## src/ecd_consts.svh

```systemverilog
// Offsets, field positions, reset values and timing counts
`ifndef ECD_CONSTS_SVH
`define ECD_CONSTS_SVH

// Register indices; byte address is four times the index
`define ECD_IDX_CLK_CTRL 8'h25
`define ECD_IDX_OPERATING_MODE_FIELD 8'h26
`define ECD_IDX_CHAN_EN 8'h27
`define ECD_IDX_STATUS 8'h28
`define ECD_ADDR_CLK_CTRL (`ECD_IDX_CLK_CTRL << 2)
`define ECD_ADDR_OPERATING_MODE_FIELD (`ECD_IDX_OPERATING_MODE_FIELD << 2)
`define ECD_ADDR_CHAN_EN (`ECD_IDX_CHAN_EN << 2)
`define ECD_ADDR_STATUS (`ECD_IDX_STATUS << 2)
`define ECD_REG_RESET 8'h00

// Field positions
`define ECD_SRC_LSB 0
`define ECD_SRC_MSB 1
`define ECD_DIV_LSB 4
`define ECD_DIV_MSB 7
`define ECD_MODE_LSB 0
`define ECD_MODE_MSB 3
`define ECD_CHAN_LSB 4
`define ECD_CHAN_MSB 7

// Source field codes
`define ECD_SRC_INTERNAL 2'h0
`define ECD_SRC_MCLK 2'h1
`define ECD_SRC_BCLK 2'h2

// Operating mode codes
`define ECD_MODE_STANDBY 4'h0
`define ECD_MODE_HEART 4'h1
`define ECD_MODE_ULTRA_LOW 4'h2
`define ECD_MODE_VERY_LOW 4'h3

// Divider codes and ratios
`define ECD_DIV_CODE_MAX 4'h8
`define ECD_RATIO_0 5'h01
`define ECD_RATIO_1 5'h02
`define ECD_RATIO_2 5'h03
`define ECD_RATIO_3 5'h04
`define ECD_RATIO_4 5'h06
`define ECD_RATIO_5 5'h08
`define ECD_RATIO_6 5'h0C
`define ECD_RATIO_7 5'h10
`define ECD_RATIO_8 5'h18

// Timing: internal oscillator emulated by a phase accumulator
`define ECD_CLOCK_PERIOD_NS 20
`define ECD_CLOCK_KHZ (1000000 / `ECD_CLOCK_PERIOD_NS)
`define ECD_NOMINAL_KHZ 1024
`define ECD_ACC_INC 17'(`ECD_NOMINAL_KHZ)
`define ECD_ACC_MOD 17'(`ECD_CLOCK_KHZ)

`endif

```

## src/ecd_pkg.sv

```systemverilog
// Types and divider decode for the external clock divider block
`default_nettype none
`include "ecd_consts.svh"

package ecd_pkg;
    typedef logic [7:0] ecd_byte_type;
    typedef logic [4:0] ecd_ratio_type;

    function automatic ecd_ratio_type ecd_decode_ratio(
        input logic [3:0] code
    );
        ecd_ratio_type r;
        r = `ECD_RATIO_0;
        case (code)
            4'h0: r = `ECD_RATIO_0;
            4'h1: r = `ECD_RATIO_1;
            4'h2: r = `ECD_RATIO_2;
            4'h3: r = `ECD_RATIO_3;
            4'h4: r = `ECD_RATIO_4;
            4'h5: r = `ECD_RATIO_5;
            4'h6: r = `ECD_RATIO_6;
            4'h7: r = `ECD_RATIO_7;
            4'h8: r = `ECD_RATIO_8;
            // Reserved codes fall back to no division
            default: r = `ECD_RATIO_0;
        endcase
        return r;
    endfunction : ecd_decode_ratio
endpackage : ecd_pkg

`default_nettype wire

```

## src/ecd_div_if.sv

```systemverilog
// Link between the clock selector and its edge divider
`default_nettype none

interface ecd_div_if;
    import ecd_pkg::*;
    logic edgePulse;
    logic restart;
    ecd_ratio_type ratio;
    logic tick;

    modport ctl (output edgePulse, output restart, output ratio,
        input tick);
    modport div (input edgePulse, input restart, input ratio,
        output tick);
endinterface : ecd_div_if

`default_nettype wire

```

## src/ecd_edge_divider.sv

```systemverilog
// Integer divider counting edges of the selected external clock
`default_nettype none

module ecd_edge_divider (
    input wire logic clock,
    input wire logic sys_rst,
    ecd_div_if.div link
);
    import ecd_pkg::*;

    ecd_ratio_type count;

    ////////////////////////////////////////////////////////////////////
    always_ff @(posedge clock)
    begin
        if (sys_rst || link.restart)
        begin
            count <= 5'h00;
        end
        else if (link.edgePulse)
        begin
            if (count >= link.ratio - 5'h01)
            begin
                count <= 5'h00;
            end
            else
            begin
                count <= count + 5'h01;
            end
        end
    end

    always_ff @(posedge clock)
    begin
        if (sys_rst || link.restart)
        begin
            link.tick <= 1'b0;
        end
        else
        begin
            // One tick per ratio edges
            link.tick <= link.edgePulse && (count >= link.ratio - 5'h01);
        end
    end
endmodule : ecd_edge_divider

`default_nettype wire

```

## src/ecd_clock_select.sv

```systemverilog
// Clock source selection, external clock division and register file
//
// Contract
// - Device accepts external clock on master or bit clock pin.
// - Device divides external clock by ratio in divider field.
// - Codes 0 to 8 map to ratios 1,2,3,4,6,8,12,16,24.
// - Divided clock is 1024 kHz or 256 kHz, set by mode; code only raises lowRateMode, tick rate not changed.
// - Clock control of zero selects internal clock, no division.
`default_nettype none
`include "ecd_consts.svh"

module ecd_clock_select (
    input wire logic clock,
    input wire logic sys_rst,
    input wire logic psel,
    input wire logic penable,
    input wire logic pwrite,
    input wire logic [7:0] paddr,
    input wire logic [31:0] pwdata,
    output logic [31:0] prdata,
    output logic pready,
    output logic pslverr,
    input wire logic mclkPin,
    input wire logic bclkPin,
    output logic sysClkTick,
    output logic [1:0] activeSource,
    output logic lowRateMode,
    output logic [3:0] channelEnable,
    output logic [3:0] operatingMode
);
    import ecd_pkg::*;

    ecd_byte_type clockSourceControl;
    ecd_byte_type operatingModeReg;
    ecd_byte_type channelEnableReg;
    logic mclkPrev;
    logic bclkPrev;
    logic [16:0] phaseAcc;
    logic internalTick;
    logic [1:0] prevSource;
    ecd_ratio_type prevRatio;
    logic accessDone;
    logic addrHit;
    logic [1:0] clockSourceSelect;
    logic [3:0] extDividerSelect;
    logic [3:0] operatingModeField;
    logic useMclk;
    logic useBclk;
    logic modeIsLow;
    ecd_ratio_type effRatio;
    ecd_byte_type statusByte;
    ecd_byte_type readByte;

    ecd_div_if divLink ();

    ecd_edge_divider u_divider (
        .clock(clock),
        .sys_rst(sys_rst),
        .link(divLink)
    );

    ////////////////////////////////////////////////////////////////////
    // Field decode
    assign clockSourceSelect =
        clockSourceControl[`ECD_SRC_MSB:`ECD_SRC_LSB];
    assign extDividerSelect =
        clockSourceControl[`ECD_DIV_MSB:`ECD_DIV_LSB];
    assign operatingModeField =
        operatingModeReg[`ECD_MODE_MSB:`ECD_MODE_LSB];
    assign useMclk = (clockSourceSelect == `ECD_SRC_MCLK);
    // Code 10 picks the bit clock pin; 11 is treated as internal
    assign useBclk = (clockSourceSelect == `ECD_SRC_BCLK);
    assign effRatio = ecd_decode_ratio(extDividerSelect);
    assign modeIsLow = (operatingModeField == `ECD_MODE_HEART)
        || (operatingModeField == `ECD_MODE_ULTRA_LOW)
        || (operatingModeField == `ECD_MODE_VERY_LOW);

    ////////////////////////////////////////////////////////////////////
    // External edges; pins are synchronous so one flop finds the edge
    always_ff @(posedge clock)
    begin
        if (sys_rst)
        begin
            mclkPrev <= 1'b0;
            bclkPrev <= 1'b0;
        end
        else
        begin
            mclkPrev <= mclkPin;
            bclkPrev <= bclkPin;
        end
    end

    assign divLink.edgePulse = useMclk ? (mclkPin && !mclkPrev) :
        useBclk ? (bclkPin && !bclkPrev) : 1'b0;
    assign divLink.ratio = effRatio;
    // Restart on any change so a stale count never shortens a period
    assign divLink.restart = (prevSource != clockSourceSelect)
        || (prevRatio != effRatio);

    always_ff @(posedge clock)
    begin
        if (sys_rst)
        begin
            prevSource <= `ECD_SRC_INTERNAL;
            prevRatio <= `ECD_RATIO_0;
        end
        else
        begin
            prevSource <= clockSourceSelect;
            prevRatio <= effRatio;
        end
    end

    ////////////////////////////////////////////////////////////////////
    // Internal oscillator stand-in: fractional accumulator, jitter of
    // one system clock period traded for an exact long-term rate
    always_ff @(posedge clock)
    begin
        if (sys_rst)
        begin
            phaseAcc <= 17'h00000;
            internalTick <= 1'b0;
        end
        else if (phaseAcc + `ECD_ACC_INC >= `ECD_ACC_MOD)
        begin
            phaseAcc <= phaseAcc + `ECD_ACC_INC - `ECD_ACC_MOD;
            internalTick <= 1'b1;
        end
        else
        begin
            phaseAcc <= phaseAcc + `ECD_ACC_INC;
            internalTick <= 1'b0;
        end
    end

    ////////////////////////////////////////////////////////////////////
    // Clock outputs
    always_ff @(posedge clock)
    begin
        if (sys_rst)
        begin
            sysClkTick <= 1'b0;
            activeSource <= `ECD_SRC_INTERNAL;
            lowRateMode <= 1'b0;
        end
        else
        begin
            // Zero in clock control lands here: internal, undivided
            sysClkTick <= (useMclk || useBclk) ? divLink.tick
                : internalTick;
            activeSource <= (useMclk || useBclk) ? clockSourceSelect
                : `ECD_SRC_INTERNAL;
            lowRateMode <= modeIsLow;
        end
    end

    ////////////////////////////////////////////////////////////////////
    // APB slave: one wait state, every answer registered
    assign accessDone = psel && penable && pready;
    assign addrHit = (paddr == `ECD_ADDR_CLK_CTRL)
        || (paddr == `ECD_ADDR_OPERATING_MODE_FIELD)
        || (paddr == `ECD_ADDR_CHAN_EN)
        || (paddr == `ECD_ADDR_STATUS);
    assign statusByte = {3'h0, (effRatio == `ECD_RATIO_0)
        && (extDividerSelect != 4'h0), operatingModeField != 4'h0,
        modeIsLow, activeSource};

    always_comb
    begin
        readByte = 8'h00;
        case (paddr)
            `ECD_ADDR_CLK_CTRL: readByte = clockSourceControl;
            `ECD_ADDR_OPERATING_MODE_FIELD: readByte = operatingModeReg;
            `ECD_ADDR_CHAN_EN: readByte = channelEnableReg;
            `ECD_ADDR_STATUS: readByte = statusByte;
            default: readByte = 8'h00;
        endcase
    end

    always_ff @(posedge clock)
    begin
        if (sys_rst)
        begin
            pready <= 1'b0;
            pslverr <= 1'b0;
            prdata <= 32'h00000000;
        end
        else
        begin
            pready <= psel && penable && !pready;
            pslverr <= psel && penable && !pready && !addrHit;
            prdata <= (psel && penable && !pready && !pwrite)
                ? {24'h000000, readByte} : 32'h00000000;
        end
    end

    always_ff @(posedge clock)
    begin
        if (sys_rst)
        begin
            clockSourceControl <= `ECD_REG_RESET;
            operatingModeReg <= `ECD_REG_RESET;
            channelEnableReg <= `ECD_REG_RESET;
        end
        else if (accessDone && pwrite)
        begin
            if (paddr == `ECD_ADDR_CLK_CTRL)
            begin
                clockSourceControl <= pwdata[7:0];
            end
            if (paddr == `ECD_ADDR_OPERATING_MODE_FIELD)
            begin
                operatingModeReg <= pwdata[7:0];
            end
            if (paddr == `ECD_ADDR_CHAN_EN)
            begin
                channelEnableReg <= pwdata[7:0];
            end
        end
    end

    always_ff @(posedge clock)
    begin
        if (sys_rst)
        begin
            channelEnable <= 4'h0;
            operatingMode <= 4'h0;
        end
        else
        begin
            channelEnable <=
                channelEnableReg[`ECD_CHAN_MSB:`ECD_CHAN_LSB];
            operatingMode <= operatingModeField;
        end
    end
endmodule : ecd_clock_select

`default_nettype wire

```

## config.mk

```make
export PLATFORM = sky130hd
export DESIGN_NAME = ecd_clock_select
export DESIGN_NICKNAME = d
export VERILOG_FILES = /design/src/ecd_pkg.sv /design/src/ecd_div_if.sv /design/src/ecd_edge_divider.sv /design/src/ecd_clock_select.sv
export VERILOG_INCLUDE_DIRS = /design/src /design/src/src
export SDC_FILE = /design/constraint.sdc
export NUM_CORES = 1
export LEC_CHECK = 0
export BUFFER_PORTS_ARGS = -buffer_cell sky130_fd_sc_hd__buf_4
export CORE_MARGIN = 1
export CORE_UTILIZATION = 54
export CTS_CLUSTER_SIZE = 14
export DETAILED_ROUTE_END_ITERATION = 10
export PLACE_DENSITY = 0.89
export SKIP_CTS_REPAIR_TIMING = 1
export SYNTH_ARGS = -nofsm -noshare
export SYNTH_HDL_FRONTEND = slang
export SYNTH_SLANG_ARGS = --single-unit
```

## constraint.sdc

```tcl
create_clock -name clock -period 2.7 [get_ports clock]
set_clock_uncertainty 0.15 [all_clocks]
set_input_delay 0.27 -clock clock [delete_from_list [all_inputs] [get_ports clock]]
set_output_delay 0.27 -clock clock [all_outputs]
set_load 0.01 [all_outputs]
```

==> impl_results.md, run 1 <==
* Wire per inst at 13.07 um
* GR Util All Layers at 20.03%
* Synth-to-Final Area Change at 15.23%
* Share of cells above drive strength 1 at 19.32%
* Die height at 86.82 um
* Clock sinks at 80
* Switching power at 0.0005344 W
* Most frequent cell after synthesis: dfxtp_1
* Routed Antenna Nets at 0
* Clock share of power at 40.9%
* DP HPWL at 5225 um
* Final WL at 7411 um
* DRC at 0
* Commonest cells post-synth: 80 x dfxtp_1, 66 x nor2_1, 25 x mux2i_1
* Io pins at 93
* DIE AREA at 0.007538 mm^2
* Peak Freq at 405.6 MHz
* Worst-Margin Slew at roughly 0.56 ns
* Hold endpoint: operatingModeReg[2]$_SDFFE_PP0P_
* Setup Viol. Count Final at 0
* Storage element area at approximately 0.0016 mm^2
* Ys Warns at 0
* Final hold vios at 0
* # rows at 30
* Worst EP arrival at 2.56 ns
* PD cells at 499.1 mW/mm^2
* Syn Area/Cell at 9.361 um^2
* Initial antenna violation count at 0
* Critical Path RT at 2.79 ns
* Placed Area at 0.004234 mm^2
* Synth unique cells at 59
* Status: completed
* RSZ-0062 raised after global routing: false
* Ys async rst share at 0%
* Flop2flop setup slack at about 0.23 ns
* Tightest Hold Check Type: in -> reg
* Vias per cell at 5.212
* DRT Pass-1 Iters at 4
* CP Class: reg -> reg
* Hold path cells at 3
* Reg-to-Reg End: phaseAcc[8]$_SDFFE_PP0P_
* Post-synth EDFFs at 0
* Largest net degree at the start of global routing at 53
* # port buffers at 44
* Setup total negative slack at 0 ns
* Static leakage at approximately 1.9 nW
* Die X at around 87 um
* Max Cap Viol at 0
* Area of the multi-input gates at 0.002043 mm^2
* Minimum clock period at around 2.5 ns
* Initial core utilization at 56.56%
* Post-synthesis cell area at 0.003885 mm^2
* Final instance area at approximately 0.0045 mm^2
* H-tree lvl count at 3
* Number of global-route vias before repair at approximately 2,700
* Cts bufs inserted at 9
* Net Sw Frac at roughly a quarter
* Share of power burned in registers at 53.4%
* Top_reg_cell synth: dfxtp_1
* Register-to-Register Path Depth at 8
* Maximum vdd drop at 290.0 uV
* Top cells by area, synth: dfxtp_1 41%, mux2i_1 6.4%, nor2_1 6.4%, ha_1 5.2%, buf_4 4.6%
* Clock latency on the worst-skew pair at 0.35 ns
* Top cell type's share of synthesized area at about two fifths
* PnR worst setup slack at approximately 0.23 ns
* GRT overflow at 0
* Post-synthesis sequential area ratio at 41.22%
* R2R Path Start: phaseAcc[11]$_SDFF_PP0_
* Flops & latches, synth at 80
* Final #Nets at 529
* 1st-iter DRT viols at 107
* CTS max path bufs at 2
* Core ar. at 0.006869 mm^2
* Period utilisation layout at 91.31%
* Area leader, netlist: dfxtp_1
* Ant. Diodes at 0
* Comb pwr share at 5.7%
* Worst hold path startpoint: pwdata[2]
* CTS root buffer: clkbuf_8
* DP Worst Slack at 0.1658 ns
* Synth Instances at 415
* Slew Limit Fails at 0
* Internal Power at 0.001700 W
* Fillers at 541
* CP Capture Type: register
* TritonCTS clock tree: done
* Placer Congestion at 0.9144
* Clk pin slew, worst setup/hold paths at about 0.090 ns
* Critical Path Start Type: register
* Slew HR at between 60 and 70%
* First-pass GRT wire length at 11,810 um
* Vias after detailed routing at 2,955
* Crit-path max FO at 8
-- layer usage --
layer / vias to the layer above / track usage [%] / wire, um
met5: - / 0 / 0
met4: 0 / 8.182 / 117
met3: 15 / 5.619 / 314
met2: 76 / 34.00 / 3726
met1: 1385 / 23.79 / 3253
li1: 1479 / - / -
-- cell type report --
cell class | count | share of cell area (%)
Clock buffer | 10 | 3.074
Timing Repair Buffer | 59 | 10.06
Clock inverter | 6 | 1.677
Tap cell | 96 | 2.683
Inverter | 13 | 1.090
Sequential cell | 80 | 35.77
Multi-Input combinational cell | 303 | 45.64
-- power groups by stage --
| stage | registers [W] | logic [W] | clock network (W) |
|---|---|---|---|
| after floorplan | 0.00122 | 0.0000949 | 0 |
| after global placement | 0.00122 | 0.000117 | 0 |
| after global routing | 0.00119 | 0.000138 | 0.000989 |
| after CTS | 0.00119 | 0.000122 | 0.000935 |
| after detailed placement | 0.00122 | 0.000120 | 0 |
| final | 0.00119 | 0.000127 | 0.000914 |
-- critical path, cell delays in order, from the launching register on --
cell     delay, ns
dfxtp_1       0.49
ha_1          0.25
nand3_1       0.13
o21ai_0       0.35
nand4_1       0.26
o21ai_2       0.21
buf_4         0.17
nor2_1        0.05
mux2_1        0.29
-- state kept, by name, indices dropped and copies added, names as in the netlist --
signal / cells
clockSourceControl: 8
u_divider.link.tick: 1
operatingMode: 4
channelEnableReg: 8
operatingModeReg: 8
internalTick: 1
sysClkTick: 1
phaseAcc: 13
prevSource: 2
divLink.ratio: 5
activeSource: 2
mclkPrev: 1
u_divider.count: 5
prevRatio: 5
pslverr: 1
pready: 1
bclkPrev: 1
prdata: 8
lowRateMode: 1
channelEnable: 4
-- cell usage in the layout (no fill, tap or decap), drive strengths merged, types with 3 or more instances in the layout --
cell type    netlist  final
a21o               4      4
nand3b             5      5
xnor2             13     13
nand4              8      8
a22o               4      4
nor2b             23     23
nand3              6      6
nand2             15     15
dfxtp             80     80
and2               4      4
buf               34     56
conb               1     24
mux2i             27     27
a221oi             4      4
o21ai             11     11
xor2               9      9
nor2              66     66
ha                16     16
or3                3      3
o211ai             3      3
dlygate4sd3        0      3
inv               13     15
nor3               6      6
mux2               8      8
a21oi             10     10
a22oi              3      3
clkbuf             8     10
nor3b              3      3
-- cells by family after synthesis --
family | count (synthesis) | synth area share (%)
other | 1 | 0.09653
adders and majority gates | 16 | 5.153
and+or+nand+nor | 153 | 20.39
DFF | 80 | 41.22
muxes | 35 | 10.02
xor gates and xnor gates | 22 | 4.960
AOI/OAI and AO/OA | 53 | 9.758
buffers and inverters | 55 | 8.406
-- stage by stage --
stage	power, W	hold WS (ns)	utilization, %	std cells
2_1_floorplan	0.001315	0.1993	-	438
3_3_place_gp	0.001337	0.2972	61.64	548
3_5_place_dp	0.001340	0.2977	61.64	548
4_1_cts	0.002249	-0.06640	64.74	564
5_1_grt	0.002321	0.01401	65.17	567
6_report	0.002234	0.02217	65.17	567
-- worst max-delay path by stage --
stage	start	end	slack, ns	depth (start not counted)
2_1_floorplan	phaseAcc[11]$_SDFF_PP0_	phaseAcc[8]$_SDFFE_PP0P_	0.43	9
3_3_place_gp	paddr[1]	divLink.ratio[1]$_SDFF_PP0_	0.28	9
3_5_place_dp	paddr[1]	divLink.ratio[1]$_SDFF_PP0_	0.17	9
4_1_cts	phaseAcc[11]$_SDFF_PP0_	phaseAcc[8]$_SDFFE_PP0P_	0.27	8
5_1_grt	phaseAcc[11]$_SDFF_PP0_	phaseAcc[8]$_SDFFE_PP0P_	0.10	8
6_report	phaseAcc[11]$_SDFF_PP0_	phaseAcc[8]$_SDFFE_PP0P_	0.23	8
(Power assumes the default switching activity.)
==> inputs of run 2 (changes only) <==
Settings changed: CORE_UTILIZATION 54 to 55, CTS_BUF_LIST set to sky130_fd_sc_hd__clkbuf_8, PLACE_DENSITY 0.89 to 0.91.
==> run 2 against run 1 <==
Net effect: critical path depth stayed put; register-to-register slack better by 0.04 ns; sequential power is essentially flat; sequential share of layout area grew 0.13 points; non-clock buffer count is 1 higher; routed wire length increased by 3.7%; clock power fell by 8.3%; critical endpoint is now phaseAcc[9]$_SDFFE_PP0P_; highest routed layer unchanged.
==> impl_results.md, run 2 (same netlist as run 1, synthesis figures left out) <==
* Status: completed
* Register-to-Register Path Depth at 8 (unchanged)
* Wire per inst at 13.53 um (+3.5%)
* Worst EP arrival at 2.53 ns (-0.03 ns)
* Slew Limit Fails at 0 (unchanged)
* Final #Nets at 530 (+0.19%)
* Power, Total at 0.002158 W (-3.4%)
* CTS root buffer: clkbuf_8
* Die height at 86.05 um (-0.89%)
* Vias after detailed routing at 3,008 (+1.8%)
* TritonCTS clock tree: done
* GRT overflow at 0 (unchanged)
* WHS at 0.01449 ns (-0.007679 ns)
* Share of cells above drive strength 1 at 19.49% (+0.17 points)
* Largest register FFs at 13 (unchanged)
* Die X at 86.05 um (-0.89%)
* First-pass GRT wire length at 12,420 um (+5.2%)
* H-tree lvl count at 3 (unchanged)
* # port buffers at 44 (unchanged)
* Initial antenna violation count at 0 (unchanged)
* Setup total negative slack at 0 ns (unchanged)
* Clk pin slew, worst setup/hold paths at 0.09 ns (about the same)
* Ant. Diodes at 0 (unchanged)
* Tightest Hold Check Type: in -> reg
* Critical Path Start Type: register
* DRT Pass-1 Iters at 4 (unchanged)
* Final WL at 7685 um (+3.7%)
* DIE AREA at 0.007404 mm^2 (-1.8%)
* Clock latency on the worst-skew pair at 0.36 ns (about the same)
* Crit-path max FO at 8 (unchanged)
* Routed Antenna Nets at 0 (unchanged)
* Worst-Margin Slew at 0.5612 ns (+0.001205 ns)
* Setup Viol. Count Final at 0 (unchanged)
* Synth-to-Final Area Change at 14.81%
* Core ar. at 0.006794 mm^2 (-1.1%)
* CP Class: reg -> reg
* Critical Path RT at 2.80 ns (about the same)
* Clock sinks at 80 (unchanged)
* Final instance area at 0.004461 mm^2 (-0.36%)
* Placer Congestion at 0.8568 (-6.3%)
* DRC at 0 (unchanged)
* Hold path cells at 3 (unchanged)
* # rows at 30 (unchanged)
* Fillers at 532 (-1.7%)
* Peak Freq at 411.7 MHz (+1.5%)
* Maximum vdd drop at 303.7 uV (+4.7%)
* Slew HR at 62.19% (-0.081 points)
* Most frequent cells in the layout: 80 x dfxtp_1, 66 x nor2_1, 57 x buf_4
* Commonest non-fill, non-tap cell in the layout: dfxtp_1
* RSZ-0062 raised after global routing: false
* Vias per cell at 5.296 (+1.6%)
* DP HPWL at 5490 um (+5.1%)
* CTS max path bufs at 2 (unchanged)
* PD cells at 483.9 mW/mm^2 (-3.0%)
* Number of global-route vias before repair at 2,750 (+2.1%)
* Reg with most FFs: phaseAcc
* Initial core utilization at 57.18% (+0.62 points)
* Max Cap Viol at 0 (unchanged)
* 1st-iter DRT viols at 184 (+72%)
* Largest net degree at the start of global routing at 51 (-3.8%)
* GR Util All Layers at 21.54% (+1.5 points)
* Cts bufs inserted at 9 (unchanged)
* Io pins at 93 (unchanged)
* CP Capture Type: register
* Period utilisation layout at 89.97% (-1.3 points)
* Area of the multi-input gates at 0.002043 mm^2 (unchanged)
* Placed Area at 0.004242 mm^2 (+0.18%)
* Static leakage at 1.865 nW (-0.64%)
* Final hold vios at 0 (unchanged)
* Storage element area at 0.001602 mm^2 (unchanged)
* Minimum clock period at 2.429 ns (-0.03608 ns)
-- run 2: cell count changes in the layout (fill, tap and decap cells not counted), sizes merged --
| cell | previous run | this run |
|---|---|---|
| clkinvlp | 1 | 3 |
| bufinv | 1 | 0 |
| inv | 15 | 16 |
| buf | 56 | 57 |
| clkinv | 2 | 0 |
-- run 2: layer usage --
layer	part of all wire (%)	track usage [%]	vias up
met5	0	0	-
met4	1.9	7.576	0
met3	5.3	7.796	15
met2	51	36.87	77
met1	42	24.73	1433
li1	-	-	1483
-- run 2: area by class of cell --
class	instances	share of cell area, %
Tap cell	96	2.693
Multi-Input combinational cell	303	45.81
Sequential cell	80	35.90
Inverter	13	1.094
Timing Repair Buffer	60	10.27
Clock buffer	10	3.086
Clock inverter	6	1.150
-- run 2: stage by stage --
stage	utilization [%]	cells	setup slack, ns
floorplan	-	438	0.4339
global placement	62.43	549	0.2885
detailed placement	62.43	549	0.2206
CTS	65.21	565	0.2896
global route	65.65	568	0.07983
finish	65.65	568	0.2708
-- run 2: worst paths after layout --
| kind | startpoint | to | slack [ns] |
|---|---|---|---|
| worst max-delay path | phaseAcc[11]$_SDFF_PP0_ | phaseAcc[9]$_SDFFE_PP0P_ | 0.27 |
| worst min-delay path | pwdata[2] | channelEnableReg[2]$_SDFFE_PP0P_ | 0.01 |
| worst min register to register | clockSourceControl[3]$_SDFFE_PP0N_ | prdata[3]$_SDFF_PP0_ | 0.34 |
| worst max register to register | phaseAcc[11]$_SDFF_PP0_ | phaseAcc[9]$_SDFFE_PP0P_ | 0.27 |
-- run 2: worst max-delay path, cell delays in order, from the launching register on --
cell	delay [ns]
dfxtp_1	0.51
ha_1	0.24
nand3_1	0.12
or3_1	0.38
nand4_1	0.20
o21ai_2	0.08
buf_4	0.18
nor2_1	0.12
mux2_2	0.33
-- run 2: report_power, final --
group          switching [W]  total [W]  internal, W
sequential        0.00000834    0.00119      0.00119
clock               0.000466   0.000838     0.000371
combinational      0.0000773   0.000127    0.0000496
total               0.000552    0.00216      0.00161
